**src/sfc_regs.svh**
```systemverilog
/*
  Constants of the serial flash command front end: opcodes, byte counts,
  address width and link timing.
  Assumes a 25 MHz system clock on both ends and an SPI link in mode 0 or 3.
*/
`ifndef SFC_REGS_SVH
`define SFC_REGS_SVH

`define SFC_BYTE_W 8
`define SFC_ADDR_BYTES 3
`define SFC_ADDR_USED_BITS 20
`define SFC_DUMMY_FAST 2
`define SFC_DUMMY_STD 1
`define SFC_DUMMY_OTP 2
`define SFC_ID_MAX_BYTES 4

`define SFC_CLK_NS 40
`define SFC_SCK_HALF_NS 160
`define SFC_SCK_HALF_CYC ((`SFC_SCK_HALF_NS + `SFC_CLK_NS - 1) / `SFC_CLK_NS)
`define SFC_LOW_FREQ_READ_MAX_CLOCK_MHZ 50

`define SFC_OP_READ_FAST 8'h1B
`define SFC_OP_READ_STD 8'h0B
`define SFC_OP_READ_SLOW 8'h03
`define SFC_OP_READ_DUAL 8'h3B
`define SFC_OP_ERASE_4K 8'h20
`define SFC_OP_ERASE_32K 8'h52
`define SFC_OP_ERASE_64K 8'hD8
`define SFC_OP_CHIP_ERASE_A 8'h60
`define SFC_OP_CHIP_ERASE_B 8'hC7
`define SFC_OP_PROG 8'h02
`define SFC_OP_PROG_DUAL 8'hA2
`define SFC_OP_WR_EN 8'h06
`define SFC_OP_WR_DIS 8'h04
`define SFC_OP_PROTECT 8'h36
`define SFC_OP_UNPROTECT 8'h39
`define SFC_OP_RD_PROT 8'h3C
`define SFC_OP_LOCKDOWN 8'h33
`define SFC_OP_FREEZE 8'h34
`define SFC_OP_RD_LOCK 8'h35
`define SFC_OP_OTP_PROG 8'h9B
`define SFC_OP_OTP_READ 8'h77
`define SFC_OP_RD_STATUS 8'h05
`define SFC_OP_WR_STATUS1 8'h01
`define SFC_OP_WR_STATUS2 8'h31
`define SFC_OP_RESET 8'hF0
`define SFC_OP_RD_ID 8'h9F
`define SFC_OP_DEEP_PD 8'hB9
`define SFC_OP_RESUME 8'hAB

`endif

```
**src/sfc_pkg.sv**
```systemverilog
/*
  Types and the opcode decoder shared by both ends of the link.
  Assumes sfc_regs.svh is on the include path.
*/
`default_nettype none
`include "sfc_regs.svh"
package sfc_pkg;

  // ==========================================================
  // Types
  typedef logic [`SFC_BYTE_W-1:0] sfc_byte_t;
  typedef enum logic [1:0] {SFC_DIR_NONE = 2'h0, SFC_DIR_IN = 2'h1, SFC_DIR_OUT = 2'h2} sfc_dir_t;
  typedef struct packed {
    logic ok;
    logic has_addr;
    logic [1:0] ndummy;
    sfc_dir_t dir;
  } sfc_cmd_t;
  typedef enum logic [2:0] {
    SFC_ST_IDLE = 3'h0, SFC_ST_OPC = 3'h1, SFC_ST_ADDR = 3'h3, SFC_ST_DUMMY = 3'h2,
    SFC_ST_DOUT = 3'h6, SFC_ST_DIN = 3'h7, SFC_ST_SKIP = 3'h5
  } sfc_dev_state_t;
  typedef enum logic [2:0] {
    SFC_H_IDLE = 3'h0, SFC_H_LOW = 3'h1, SFC_H_HIGH = 3'h3, SFC_H_END = 3'h2, SFC_H_GAP = 3'h6
  } sfc_host_state_t;

  // ==========================================================
  // Opcode decoder: shape of the header and direction of data
  function automatic sfc_cmd_t sfc_decode(input sfc_byte_t op);
    sfc_cmd_t c;
    c = '{ok: 1'b1, has_addr: 1'b0, ndummy: 2'h0, dir: SFC_DIR_NONE};
    case (op)
      `SFC_OP_READ_FAST, `SFC_OP_OTP_READ: begin
        c.has_addr = 1'b1;
        c.ndummy = 2'(`SFC_DUMMY_FAST);
        c.dir = SFC_DIR_OUT;
      end
      `SFC_OP_READ_STD, `SFC_OP_READ_DUAL: begin
        c.has_addr = 1'b1;
        c.ndummy = 2'(`SFC_DUMMY_STD);
        c.dir = SFC_DIR_OUT;
      end
      `SFC_OP_READ_SLOW, `SFC_OP_RD_PROT, `SFC_OP_RD_LOCK: begin
        c.has_addr = 1'b1;
        c.dir = SFC_DIR_OUT;
      end
      `SFC_OP_ERASE_4K, `SFC_OP_ERASE_32K, `SFC_OP_ERASE_64K, `SFC_OP_PROTECT, `SFC_OP_UNPROTECT: begin
        c.has_addr = 1'b1;
      end
      `SFC_OP_PROG, `SFC_OP_PROG_DUAL, `SFC_OP_LOCKDOWN, `SFC_OP_FREEZE, `SFC_OP_OTP_PROG: begin
        c.has_addr = 1'b1;
        c.dir = SFC_DIR_IN;
      end
      `SFC_OP_RD_STATUS, `SFC_OP_RD_ID: begin
        c.dir = SFC_DIR_OUT;
      end
      `SFC_OP_WR_STATUS1, `SFC_OP_WR_STATUS2, `SFC_OP_RESET: begin
        c.dir = SFC_DIR_IN;
      end
      `SFC_OP_CHIP_ERASE_A, `SFC_OP_CHIP_ERASE_B, `SFC_OP_WR_EN, `SFC_OP_WR_DIS,
      `SFC_OP_DEEP_PD, `SFC_OP_RESUME: begin
        c.dir = SFC_DIR_NONE;
      end
      default: begin
        c.ok = 1'b0;
      end
    endcase
    return c;
  endfunction

endpackage
`default_nettype wire

```
**src/sfc_link_if.sv**
```systemverilog
/*
  The four-wire serial link between the host end and the flash end.
  Assumes one end per modport; the output line is modelled with a pull-up.
*/
`timescale 1ns/1ps
`default_nettype none
interface sfc_link_if;
  logic cs_n;
  logic sck;
  logic si;
  logic so;
  logic so_oe;
  logic so_line;

  // ==========================================================
  // Wire level: undriven output line floats to a pulled-up one
  assign so_line = so_oe ? so : 1'b1;

  modport dev (input cs_n, input sck, input si, output so, output so_oe);
  modport host (output cs_n, output sck, output si, input so_line);
endinterface
`default_nettype wire

```
**src/sfc_dev.sv**
```systemverilog
/*
  Flash end: command front end that frames, decodes and streams array reads.
  Assumes the link pins are asynchronous to clk and the link clock is far slower than
  clk (at least eight clk periods per link clock period); array bytes come from a
  memory on clk that answers mem_addr_ff within two clk cycles.
*/
`timescale 1ns/1ps
`default_nettype none
`include "sfc_regs.svh"
module sfc_dev #(
  parameter int ADDR_W = `SFC_ADDR_USED_BITS
) (
  input wire logic clk,
  input wire logic rst,
  sfc_link_if.dev link,
  output logic [ADDR_W-1:0] mem_addr_ff,
  input wire sfc_pkg::sfc_byte_t mem_data,
  output logic rd_take_ff,
  output sfc_pkg::sfc_byte_t wr_data_ff,
  output logic wr_valid_ff,
  output logic cmd_go_ff,
  output sfc_pkg::sfc_byte_t cmd_op_ff,
  output logic [ADDR_W-1:0] cmd_addr_ff,
  output logic cmd_drop_ff
);
  import sfc_pkg::*;

  // ==========================================================
  // Declarations
  logic sck_m_ff;
  logic sck_s_ff;
  logic sck_d_ff;
  logic cs_m_ff;
  logic cs_s_ff;
  logic cs_d_ff;
  logic si_m_ff;
  logic si_s_ff;
  sfc_dev_state_t state_ff;
  sfc_dev_state_t nxt_state;
  sfc_cmd_t cmd_ff;
  sfc_cmd_t dec;
  sfc_byte_t op_ff;
  logic [6:0] in_sh_ff;
  logic [6:0] out_sh_ff;
  logic [2:0] bit_ff;
  logic [1:0] byte_ff;
  logic [1:0] dum_ff;
  logic [23:0] addr_ff;
  logic [23:0] nxt_addr;
  logic so_ff;
  logic so_oe_ff;
  logic sck_rise;
  logic sck_fall;
  logic cs_lo;
  logic cs_rise;
  logic byte_end;
  logic hdr_ok;
  sfc_byte_t rx_byte;

  assign link.so = so_ff;
  assign link.so_oe = so_oe_ff;

  // ==========================================================
  // Pin synchronisers; the first stage feeds only the second
  always_ff @(posedge clk) begin
    if (rst) begin
      sck_m_ff <= 1'b0;
      sck_s_ff <= 1'b0;
      sck_d_ff <= 1'b0;
      cs_m_ff <= 1'b1;
      cs_s_ff <= 1'b1;
      cs_d_ff <= 1'b1;
      si_m_ff <= 1'b0;
      si_s_ff <= 1'b0;
    end else begin
      sck_m_ff <= link.sck;
      sck_s_ff <= sck_m_ff;
      sck_d_ff <= sck_s_ff;
      cs_m_ff <= link.cs_n;
      cs_s_ff <= cs_m_ff;
      cs_d_ff <= cs_s_ff;
      si_m_ff <= link.si;
      si_s_ff <= si_m_ff;
    end
  end

  // Edge finders; input and clock share the same sync delay, so sampling holds
  assign sck_rise = sck_s_ff & ~sck_d_ff;
  assign sck_fall = ~sck_s_ff & sck_d_ff;
  assign cs_lo = ~cs_s_ff;
  assign cs_rise = cs_s_ff & ~cs_d_ff;
  assign rx_byte = {in_sh_ff, si_s_ff};
  assign byte_end = sck_rise && (bit_ff == 3'h7);
  assign dec = sfc_decode(rx_byte);

  // A header is complete once the data phase, or the tail of a dataless command, is reached
  assign hdr_ok = (state_ff == SFC_ST_DIN) || (state_ff == SFC_ST_DOUT) ||
                  (state_ff == SFC_ST_SKIP && cmd_ff.ok);

  // ==========================================================
  // Bit counter and input shifter
  // Receive phases count rising edges; the read phase counts falling ones
  always_ff @(posedge clk) begin
    if (rst || !cs_lo) begin
      bit_ff <= 3'h0;
      in_sh_ff <= 7'h00;
    end else if (state_ff == SFC_ST_DOUT) begin
      if (sck_fall) begin
        bit_ff <= bit_ff + 3'h1;
      end
    end else if (sck_rise) begin
      bit_ff <= bit_ff + 3'h1;
      in_sh_ff <= {in_sh_ff[5:0], si_s_ff};
    end
  end

  // ==========================================================
  // Next phase of the transaction
  always_comb begin
    nxt_state = state_ff;
    if (!cs_lo) begin
      nxt_state = SFC_ST_IDLE;
    end else begin
      case (state_ff)
        SFC_ST_IDLE: begin
          nxt_state = SFC_ST_OPC;
        end
        SFC_ST_OPC: begin
          if (byte_end) begin
            if (!dec.ok) begin
              nxt_state = SFC_ST_SKIP;
            end else if (dec.has_addr) begin
              nxt_state = SFC_ST_ADDR;
            end else if (dec.dir == SFC_DIR_OUT) begin
              nxt_state = SFC_ST_DOUT;
            end else if (dec.dir == SFC_DIR_IN) begin
              nxt_state = SFC_ST_DIN;
            end else begin
              nxt_state = SFC_ST_SKIP;
            end
          end
        end
        SFC_ST_ADDR: begin
          if (byte_end && byte_ff == 2'(`SFC_ADDR_BYTES - 1)) begin
            if (cmd_ff.ndummy != 2'h0) begin
              nxt_state = SFC_ST_DUMMY;
            end else if (cmd_ff.dir == SFC_DIR_OUT) begin
              nxt_state = SFC_ST_DOUT;
            end else if (cmd_ff.dir == SFC_DIR_IN) begin
              nxt_state = SFC_ST_DIN;
            end else begin
              nxt_state = SFC_ST_SKIP;
            end
          end
        end
        SFC_ST_DUMMY: begin
          if (byte_end && dum_ff == 2'h1) begin
            nxt_state = (cmd_ff.dir == SFC_DIR_OUT) ? SFC_ST_DOUT : SFC_ST_DIN;
          end
        end
        default: begin
          nxt_state = state_ff;
        end
      endcase
    end
  end

  always_ff @(posedge clk) begin
    if (rst) begin
      state_ff <= SFC_ST_IDLE;
    end else begin
      state_ff <= nxt_state;
    end
  end

  // ==========================================================
  // Opcode, header counters and address collection
  assign nxt_addr = (state_ff == SFC_ST_ADDR && byte_end) ? {addr_ff[15:0], rx_byte} : addr_ff;

  always_ff @(posedge clk) begin
    if (rst || !cs_lo) begin
      cmd_ff <= '0;
      op_ff <= 8'h00;
      byte_ff <= 2'h0;
      dum_ff <= 2'h0;
      addr_ff <= 24'h000000;
    end else begin
      addr_ff <= nxt_addr;
      if (state_ff == SFC_ST_OPC && byte_end) begin
        cmd_ff <= dec;
        op_ff <= rx_byte;
      end
      if (state_ff == SFC_ST_ADDR && byte_end) begin
        byte_ff <= byte_ff + 2'h1;
        dum_ff <= cmd_ff.ndummy;
      end
      if (state_ff == SFC_ST_DUMMY && byte_end) begin
        dum_ff <= dum_ff - 2'h1;
      end
    end
  end

  // ==========================================================
  // Read address counter; the top address bits are simply not kept
  // A counter of ADDR_W bits rolls from all ones to zero with no extra cycle
  always_ff @(posedge clk) begin
    if (rst) begin
      mem_addr_ff <= '0;
      rd_take_ff <= 1'b0;
    end else begin
      rd_take_ff <= 1'b0;
      if (nxt_state == SFC_ST_DOUT && state_ff != SFC_ST_DOUT) begin
        mem_addr_ff <= nxt_addr[ADDR_W-1:0];
      end else if (state_ff == SFC_ST_DOUT && cs_lo && sck_fall && bit_ff == 3'h0) begin
        mem_addr_ff <= mem_addr_ff + ADDR_W'(1);
        rd_take_ff <= 1'b1;
      end
    end
  end

  // ==========================================================
  // Output shifter: new bit on each falling edge, MSB of each byte first
  always_ff @(posedge clk) begin
    if (rst) begin
      so_ff <= 1'b0;
      so_oe_ff <= 1'b0;
      out_sh_ff <= 7'h00;
    end else if (!cs_lo) begin
      so_oe_ff <= 1'b0;
    end else if (state_ff == SFC_ST_DOUT && sck_fall) begin
      so_oe_ff <= 1'b1;
      if (bit_ff == 3'h0) begin
        so_ff <= mem_data[7];
        out_sh_ff <= mem_data[6:0];
      end else begin
        so_ff <= out_sh_ff[6];
        out_sh_ff <= {out_sh_ff[5:0], 1'b0};
      end
    end
  end

  // ==========================================================
  // Incoming data bytes for program, lockdown and status writes
  always_ff @(posedge clk) begin
    if (rst) begin
      wr_valid_ff <= 1'b0;
      wr_data_ff <= 8'h00;
    end else begin
      wr_valid_ff <= 1'b0;
      if (state_ff == SFC_ST_DIN && cs_lo && byte_end) begin
        wr_valid_ff <= 1'b1;
        wr_data_ff <= rx_byte;
      end
    end
  end

  // ==========================================================
  // End of frame: hand a complete command on, or report a dropped one
  // A partial byte after a complete header still counts; the back end judges alignment
  always_ff @(posedge clk) begin
    if (rst) begin
      cmd_go_ff <= 1'b0;
      cmd_drop_ff <= 1'b0;
      cmd_op_ff <= 8'h00;
      cmd_addr_ff <= '0;
    end else begin
      cmd_go_ff <= cs_rise && hdr_ok;
      cmd_drop_ff <= cs_rise && !hdr_ok && state_ff != SFC_ST_IDLE;
      if (cs_rise && hdr_ok) begin
        cmd_op_ff <= op_ff;
        cmd_addr_ff <= addr_ff[ADDR_W-1:0];
      end
    end
  end

endmodule
`default_nettype wire

```
**src/flat_wrapper.sv**
```systemverilog
// flat-port wrapper written by rule: the top's interface ports become plain ports
module sfc_dev_flat import sfc_pkg::*;
#(
  parameter int ADDR_W = `SFC_ADDR_USED_BITS
)
  (clk, rst, mem_addr_ff, mem_data, rd_take_ff, wr_data_ff, wr_valid_ff, cmd_go_ff, cmd_op_ff, cmd_addr_ff, cmd_drop_ff, link_cs_n, link_sck, link_si, link_so, link_so_oe);
  sfc_link_if link_i ();
  input wire logic clk;
  input wire logic rst;
  output logic [ADDR_W-1:0] mem_addr_ff;
  input wire sfc_pkg::sfc_byte_t mem_data;
  output logic rd_take_ff;
  output sfc_pkg::sfc_byte_t wr_data_ff;
  output logic wr_valid_ff;
  output logic cmd_go_ff;
  output sfc_pkg::sfc_byte_t cmd_op_ff;
  output logic [ADDR_W-1:0] cmd_addr_ff;
  output logic cmd_drop_ff;
  input wire logic [$bits(link_i.cs_n)-1:0] link_cs_n;
  input wire logic [$bits(link_i.sck)-1:0] link_sck;
  input wire logic [$bits(link_i.si)-1:0] link_si;
  output wire logic [$bits(link_i.so)-1:0] link_so;
  output wire logic [$bits(link_i.so_oe)-1:0] link_so_oe;
  assign link_i.cs_n = link_cs_n;
  assign link_i.sck = link_sck;
  assign link_i.si = link_si;
  assign link_so = link_i.so;
  assign link_so_oe = link_i.so_oe;
  sfc_dev #(.ADDR_W(ADDR_W)) u_core (.clk(clk), .rst(rst), .link(link_i), .mem_addr_ff(mem_addr_ff), .mem_data(mem_data), .rd_take_ff(rd_take_ff), .wr_data_ff(wr_data_ff), .wr_valid_ff(wr_valid_ff), .cmd_go_ff(cmd_go_ff), .cmd_op_ff(cmd_op_ff), .cmd_addr_ff(cmd_addr_ff), .cmd_drop_ff(cmd_drop_ff));
endmodule
```
**config.mk**
```make
export PLATFORM = sky130hd
export DESIGN_NAME = sfc_dev_flat
export DESIGN_NICKNAME = d
export VERILOG_FILES = /design/src/sfc_pkg.sv /design/src/sfc_link_if.sv /design/src/sfc_dev.sv /design/src/flat_wrapper.sv
export VERILOG_INCLUDE_DIRS = /design/src
export SDC_FILE = /design/constraint.sdc
export NUM_CORES = 1
export LEC_CHECK = 0
export ABC_AREA = 0
export BUFFER_PORTS_ARGS = -buffer_cell sky130_fd_sc_hd__buf_2
export CAP_MARGIN = 30
export CORE_ASPECT_RATIO = 1.75
export CORE_MARGIN = 4
export CORE_UTILIZATION = 30
export DETAILED_ROUTE_END_ITERATION = 10
export HOLD_SLACK_MARGIN = 0.08
export PLACE_DENSITY = 0.54
export SLEW_MARGIN = 30
export SYNTH_ARGS = -nofsm -noshare
export SYNTH_HDL_FRONTEND = slang
export SYNTH_SLANG_ARGS = --single-unit
export TNS_END_PERCENT = 1
```
**constraint.sdc**
```tcl
create_clock -name clk -period 6.5 [get_ports clk]
set_input_delay 1.3 -clock clk [delete_from_list [all_inputs] [get_ports clk]]
set_output_delay 1.3 -clock clk [all_outputs]
set_load 0.02 [all_outputs]
```
==> metrics.txt <==
# TYPE chip_impl_metric gauge
chip_impl_metric{name="tns",unit="ns"} 0
chip_impl_metric{name="globalRoute.totalOverflow",unit=""} 0
chip_impl_info{name="yosys.cell_count.top_type",value="sky130_fd_sc_hd__dfxtp_1"} 1
chip_impl_metric{name="place_worst_setup_slack",unit="ns"} 2.70
chip_impl_metric{name="routedWlPerCell",unit="µm"} 16.7
chip_impl_metric{name="antenna_found_initial",unit=""} 0
chip_impl_info{name="worstHoldPathType",value="flip-flop to flip-flop"} 1
chip_impl_metric{name="num_vias",unit=""} 4967
chip_impl_metric{name="grt_max_degree",unit=""} 58
chip_impl_metric{name="setup_repair_bufs_after_cts",unit=""} 0
chip_impl_metric{name="syn-cell-area",unit="µm²"} 5930
chip_impl_metric{name="detailed_place_hpwl",unit="µm"} 11600
chip_impl_metric{name="final_nets",unit=""} 754
chip_impl_metric{name="critPathMaxStageDelay",unit="ns"} 0.77
chip_impl_metric{name="fraction_of_layout_cells_with_a_size_suffix_above_1",unit="%"} 18.7
chip_impl_info{name="timing.critical_path.mode_cell",value="sky130_fd_sc_hd__nand2_1"} 1
chip_impl_metric{name="post-route-period-util",unit="%"} 58.9
chip_impl_metric{name="slew_viol_final",unit=""} 0
chip_impl_metric{name="cts_resized",unit=""} 0
chip_impl_metric{name="postSynthRegisterBits",unit=""} 127
chip_impl_metric{name="postLayoutSetupSlackWorst",unit="ns"} 2.67
chip_impl_info{name="critPathKind",value="flip-flop to flip-flop"} 1
chip_impl_metric{name="gp_congestion",unit=""} 0.839
chip_impl_metric{name="timing.critical_path.required",unit="ns"} 6.76
chip_impl_info{name="ys_top_cells_by_count",value="127 x sky130_fd_sc_hd__dfxtp_1, 95 x sky130_fd_sc_hd__nand2_1, 82 x sky130_fd_sc_hd__nor2_1, 54 x sky130_fd_sc_hd__a21oi_1, 43 x sky130_fd_sc_hd__mux2i_1"} 1
chip_impl_metric{name="synth_area_per_cell",unit="µm²"} 8.63
chip_impl_metric{name="final_area",unit="µm²"} 7020
chip_impl_metric{name="diodes",unit=""} 0
chip_impl_metric{name="h-tree-depth",unit=""} 4
chip_impl_metric{name="floorplan.die_area",unit="µm²"} 22200
chip_impl_info{name="ys_dominant_reg_cell",value="sky130_fd_sc_hd__dfxtp_1"} 1
chip_impl_metric{name="cts_made_buffers",unit=""} 17
chip_impl_metric{name="netlist.area_leader.share",unit="%"} 42.9
chip_impl_info{name="worst_path_max_delay_cell",value="sky130_fd_sc_hd__nor3_4"} 1
chip_impl_metric{name="synth.net_count",unit=""} 709
chip_impl_metric{name="port_buffers",unit=""} 74
chip_impl_info{name="timing.critical_path.to_type",value="flip-flop"} 1
chip_impl_metric{name="core",unit="µm²"} 19300
chip_impl_metric{name="synth-edff-count",unit=""} 0
chip_impl_metric{name="ir_drop",unit="mV"} 0.130
chip_impl_info{name="nature_of_the_critical_path_startpoint",value="flip-flop"} 1
chip_impl_metric{name="grt_pass1_vias",unit=""} 4886
chip_impl_metric{name="iteration_0_drc_count_of_the_detailed_router",unit=""} 368
chip_impl_metric{name="die_h",unit="µm"} 194
chip_impl_metric{name="finalCriticalPeriod",unit="ns"} 3.83
chip_impl_info{name="synth_top_area_cell",value="sky130_fd_sc_hd__dfxtp_1"} 1
chip_impl_metric{name="clock_skew",unit="ns"} 0.0101
chip_impl_metric{name="worst_slew_margin_rel",unit="%"} 38.4
chip_impl_metric{name="numClockSinks",unit=""} 127
chip_impl_metric{name="cp.arrival",unit="ns"} 4.08
chip_impl_metric{name="fraction_of_the_yosys_area_taken_by_sequential_cells",unit="%"} 42.9
chip_impl_metric{name="instance_area_at_placement",unit="µm²"} 6380
chip_impl_metric{name="postSynth.asyncResetShare",unit="%"} 0
chip_impl_metric{name="worst_slew_pin_slew",unit="ns"} 0.921
chip_impl_metric{name="grt_pass1_wl",unit="µm"} 26600
chip_impl_metric{name="power_density",unit="nW/µm²"} 260
chip_impl_metric{name="final-hold-violation-count",unit=""} 0
chip_impl_metric{name="yosys.cell_types.count",unit=""} 63
chip_impl_metric{name="yosysWarningCount",unit=""} 0
chip_impl_metric{name="placementRows",unit=""} 67
chip_impl_info{name="tritoncts",value="yes"} 1
chip_impl_metric{name="max-cap-violations",unit=""} 0
chip_impl_metric{name="worstPathMaxFanout",unit=""} 19
chip_impl_metric{name="fp.dieW",unit="µm"} 114
chip_impl_metric{name="flow.area_growth_from_synthesis",unit="%"} 18.4
chip_impl_metric{name="ioPinCount",unit=""} 75
chip_impl_info{name="path_cells",value="nor2b_1 -> nand2_1 -> o22a_1 -> nor4b_1 -> nor3_1 -> inv_1 -> ha_1 -> nand2_1 -> nand2_1 -> o221a_4 -> nor3_4 -> o311ai_1"} 1
chip_impl_metric{name="report.final.setup_viol",unit=""} 0
chip_impl_metric{name="clkLatencyLatePin",unit="ns"} 0.42
chip_impl_metric{name="postCtsHoldBufs",unit=""} 0
chip_impl_metric{name="netlist_instances",unit=""} 687
chip_impl_metric{name="clk_transition_reported_paths",unit="ns"} 0.05
chip_impl_metric{name="p_leak",unit="nW"} 2.56
chip_impl_info{name="grt_setup_unrepaired",value="false"} 1
chip_impl_metric{name="grt_util_all_layers",unit="%"} 15.1
chip_impl_metric{name="post-route-util",unit="%"} 36.4
chip_impl_metric{name="post-route-drc-count",unit=""} 0
chip_impl_metric{name="fmaxAchievable",unit="GHz"} 0.261
chip_impl_metric{name="report.power.total",unit="mW"} 1.83
chip_impl_info{name="cts_root_buffer",value="sky130_fd_sc_hd__clkbuf_16"} 1
chip_impl_metric{name="cts.path.max_buffers",unit=""} 2
chip_impl_metric{name="routed_wl",unit="µm"} 16400
chip_impl_metric{name="drt-pass1-iter-count",unit=""} 5
chip_impl_info{name="netlist_top_cells_area",value="sky130_fd_sc_hd__dfxtp_1 43%, sky130_fd_sc_hd__mux2i_1 7.3%, sky130_fd_sc_hd__nand2_1 6.0%"} 1
chip_impl_info{name="run_status",value="finished clean"} 1
chip_impl_metric{name="initial_core_util",unit="%"} 30.8
chip_impl_metric{name="route.detailed.vias_per_inst",unit=""} 5.04
chip_impl_metric{name="detail-route-antenna-nets",unit=""} 0
stage by stage:
stage | hold slack, ns | std cells
6_report | 0.414 | 986
5_1_grt | 0.423 | 986
4_1_cts | 0.415 | 986
3_5_place_dp | 0.402 | 954
3_3_place_gp | 0.395 | 954
2_1_floorplan | 0.389 | 687
layout make-up:
class / count / area, µm²
flip-flops and latches: 127 / 2540
repair buffers: 79 / 408
fillers: 2014 / 12300
well taps: 241 / 302
clock buffers: 21 / 480
clock inverters: 11 / 155
inverters: 18 / 67.6
multi-input cells: 489 / 3060
critical path: cells and delay by family, from the launching register on:
family / cells / cell delay (ns)
simple gates: 7 / 1.89
fa+ha+maj: 1 / 0.22
compound gates: 3 / 0.69
buf+inv: 1 / 0.08
flops: 1 / 0.76
sequential cells by signal (all words and copies together), names as in the netlist, 2 cells and up:
name,flops
u_core.out_sh_ff,7
u_core.bit_ff,3
u_core.cmd_addr_ff,20
u_core.cmd_ff,5
u_core.dum_ff,2
u_core.op_ff,8
u_core.addr_ff,20
u_core.in_sh_ff,7
u_core.mem_addr_ff,20
u_core.byte_ff,2
u_core.cmd_op_ff,8
u_core.state_ff,3
u_core.wr_data_ff,8
worst paths after layout:
| path | from | slack [ns] | cells after the start | endpoint |
|---|---|---|---|---|
| worst max-delay path | u_core.in_sh_ff[2] | 2.67 | 12 | u_core.mem_addr_ff[19] |
| worst min-delay path | u_core.cs_m_ff | 0.41 | 1 | u_core.cs_s_ff |
| worst max register to register | u_core.in_sh_ff[2] | 2.67 | 12 | u_core.mem_addr_ff[19] |
| worst min register to register | u_core.cs_m_ff | 0.41 | 1 | u_core.cs_s_ff |
power breakdown:
group | total [mW] | internal (mW) | leakage [nW] | switching [mW]
combinational | 0.0288 | 0.00917 | 1.24 | 0.0196
clock | 1.01 | 0.647 | 0.298 | 0.366
sequential | 0.784 | 0.781 | 1.02 | 0.00324
total | 1.83 | 1.44 | 2.56 | 0.389
layout by cell type (no fill, tap or decap), types with 5 or more instances in the layout:
| cell type | instances |
|---|---|
| sky130_fd_sc_hd__nand3_1 | 10 |
| sky130_fd_sc_hd__nor2_1 | 82 |
| sky130_fd_sc_hd__buf_2 | 74 |
| sky130_fd_sc_hd__a31oi_1 | 21 |
| sky130_fd_sc_hd__nor4_1 | 6 |
| sky130_fd_sc_hd__xor2_1 | 5 |
| sky130_fd_sc_hd__nand2_1 | 95 |
| sky130_fd_sc_hd__inv_1 | 17 |
| sky130_fd_sc_hd__nand3b_1 | 6 |
| sky130_fd_sc_hd__dfxtp_1 | 127 |
| sky130_fd_sc_hd__a211oi_1 | 9 |
| sky130_fd_sc_hd__a21oi_1 | 54 |
| sky130_fd_sc_hd__and3_1 | 7 |
| sky130_fd_sc_hd__a211oi_2 | 11 |
| sky130_fd_sc_hd__buf_4 | 5 |
| sky130_fd_sc_hd__xnor2_1 | 15 |
| sky130_fd_sc_hd__nand2b_1 | 6 |
| sky130_fd_sc_hd__nor2b_1 | 12 |
| sky130_fd_sc_hd__clkbuf_16 | 17 |
| sky130_fd_sc_hd__o21ai_0 | 10 |
| sky130_fd_sc_hd__mux2i_1 | 43 |
| sky130_fd_sc_hd__nand4_1 | 13 |
| sky130_fd_sc_hd__nor3_1 | 11 |
| sky130_fd_sc_hd__ha_1 | 9 |
cells by family (layout without fill, tap and decap cells):
group / count (synthesis) / in the layout / share of synthesized area, %
DFF: 127 / 127 / 42.9
adders and majority gates: 9 / 9 / 1.90
xor gates and xnor gates: 20 / 20 / 2.95
muxes: 44 / 44 / 7.45
buffers and inverters: 71 / 129 / 5.61
AOI/OAI and AO/OA: 130 / 130 / 15.4
and+or+nand+nor: 286 / 286 / 23.8
layer usage:
layer,vias up,wire length (µm),track usage (%)
li1,2504,-,-
met1,2342,6710,17.3
met2,94,8690,26.4
met3,27,519,2.90
met4,0,529,7.22
met5,-,0,0
Power figures use the tool's default switching activity.
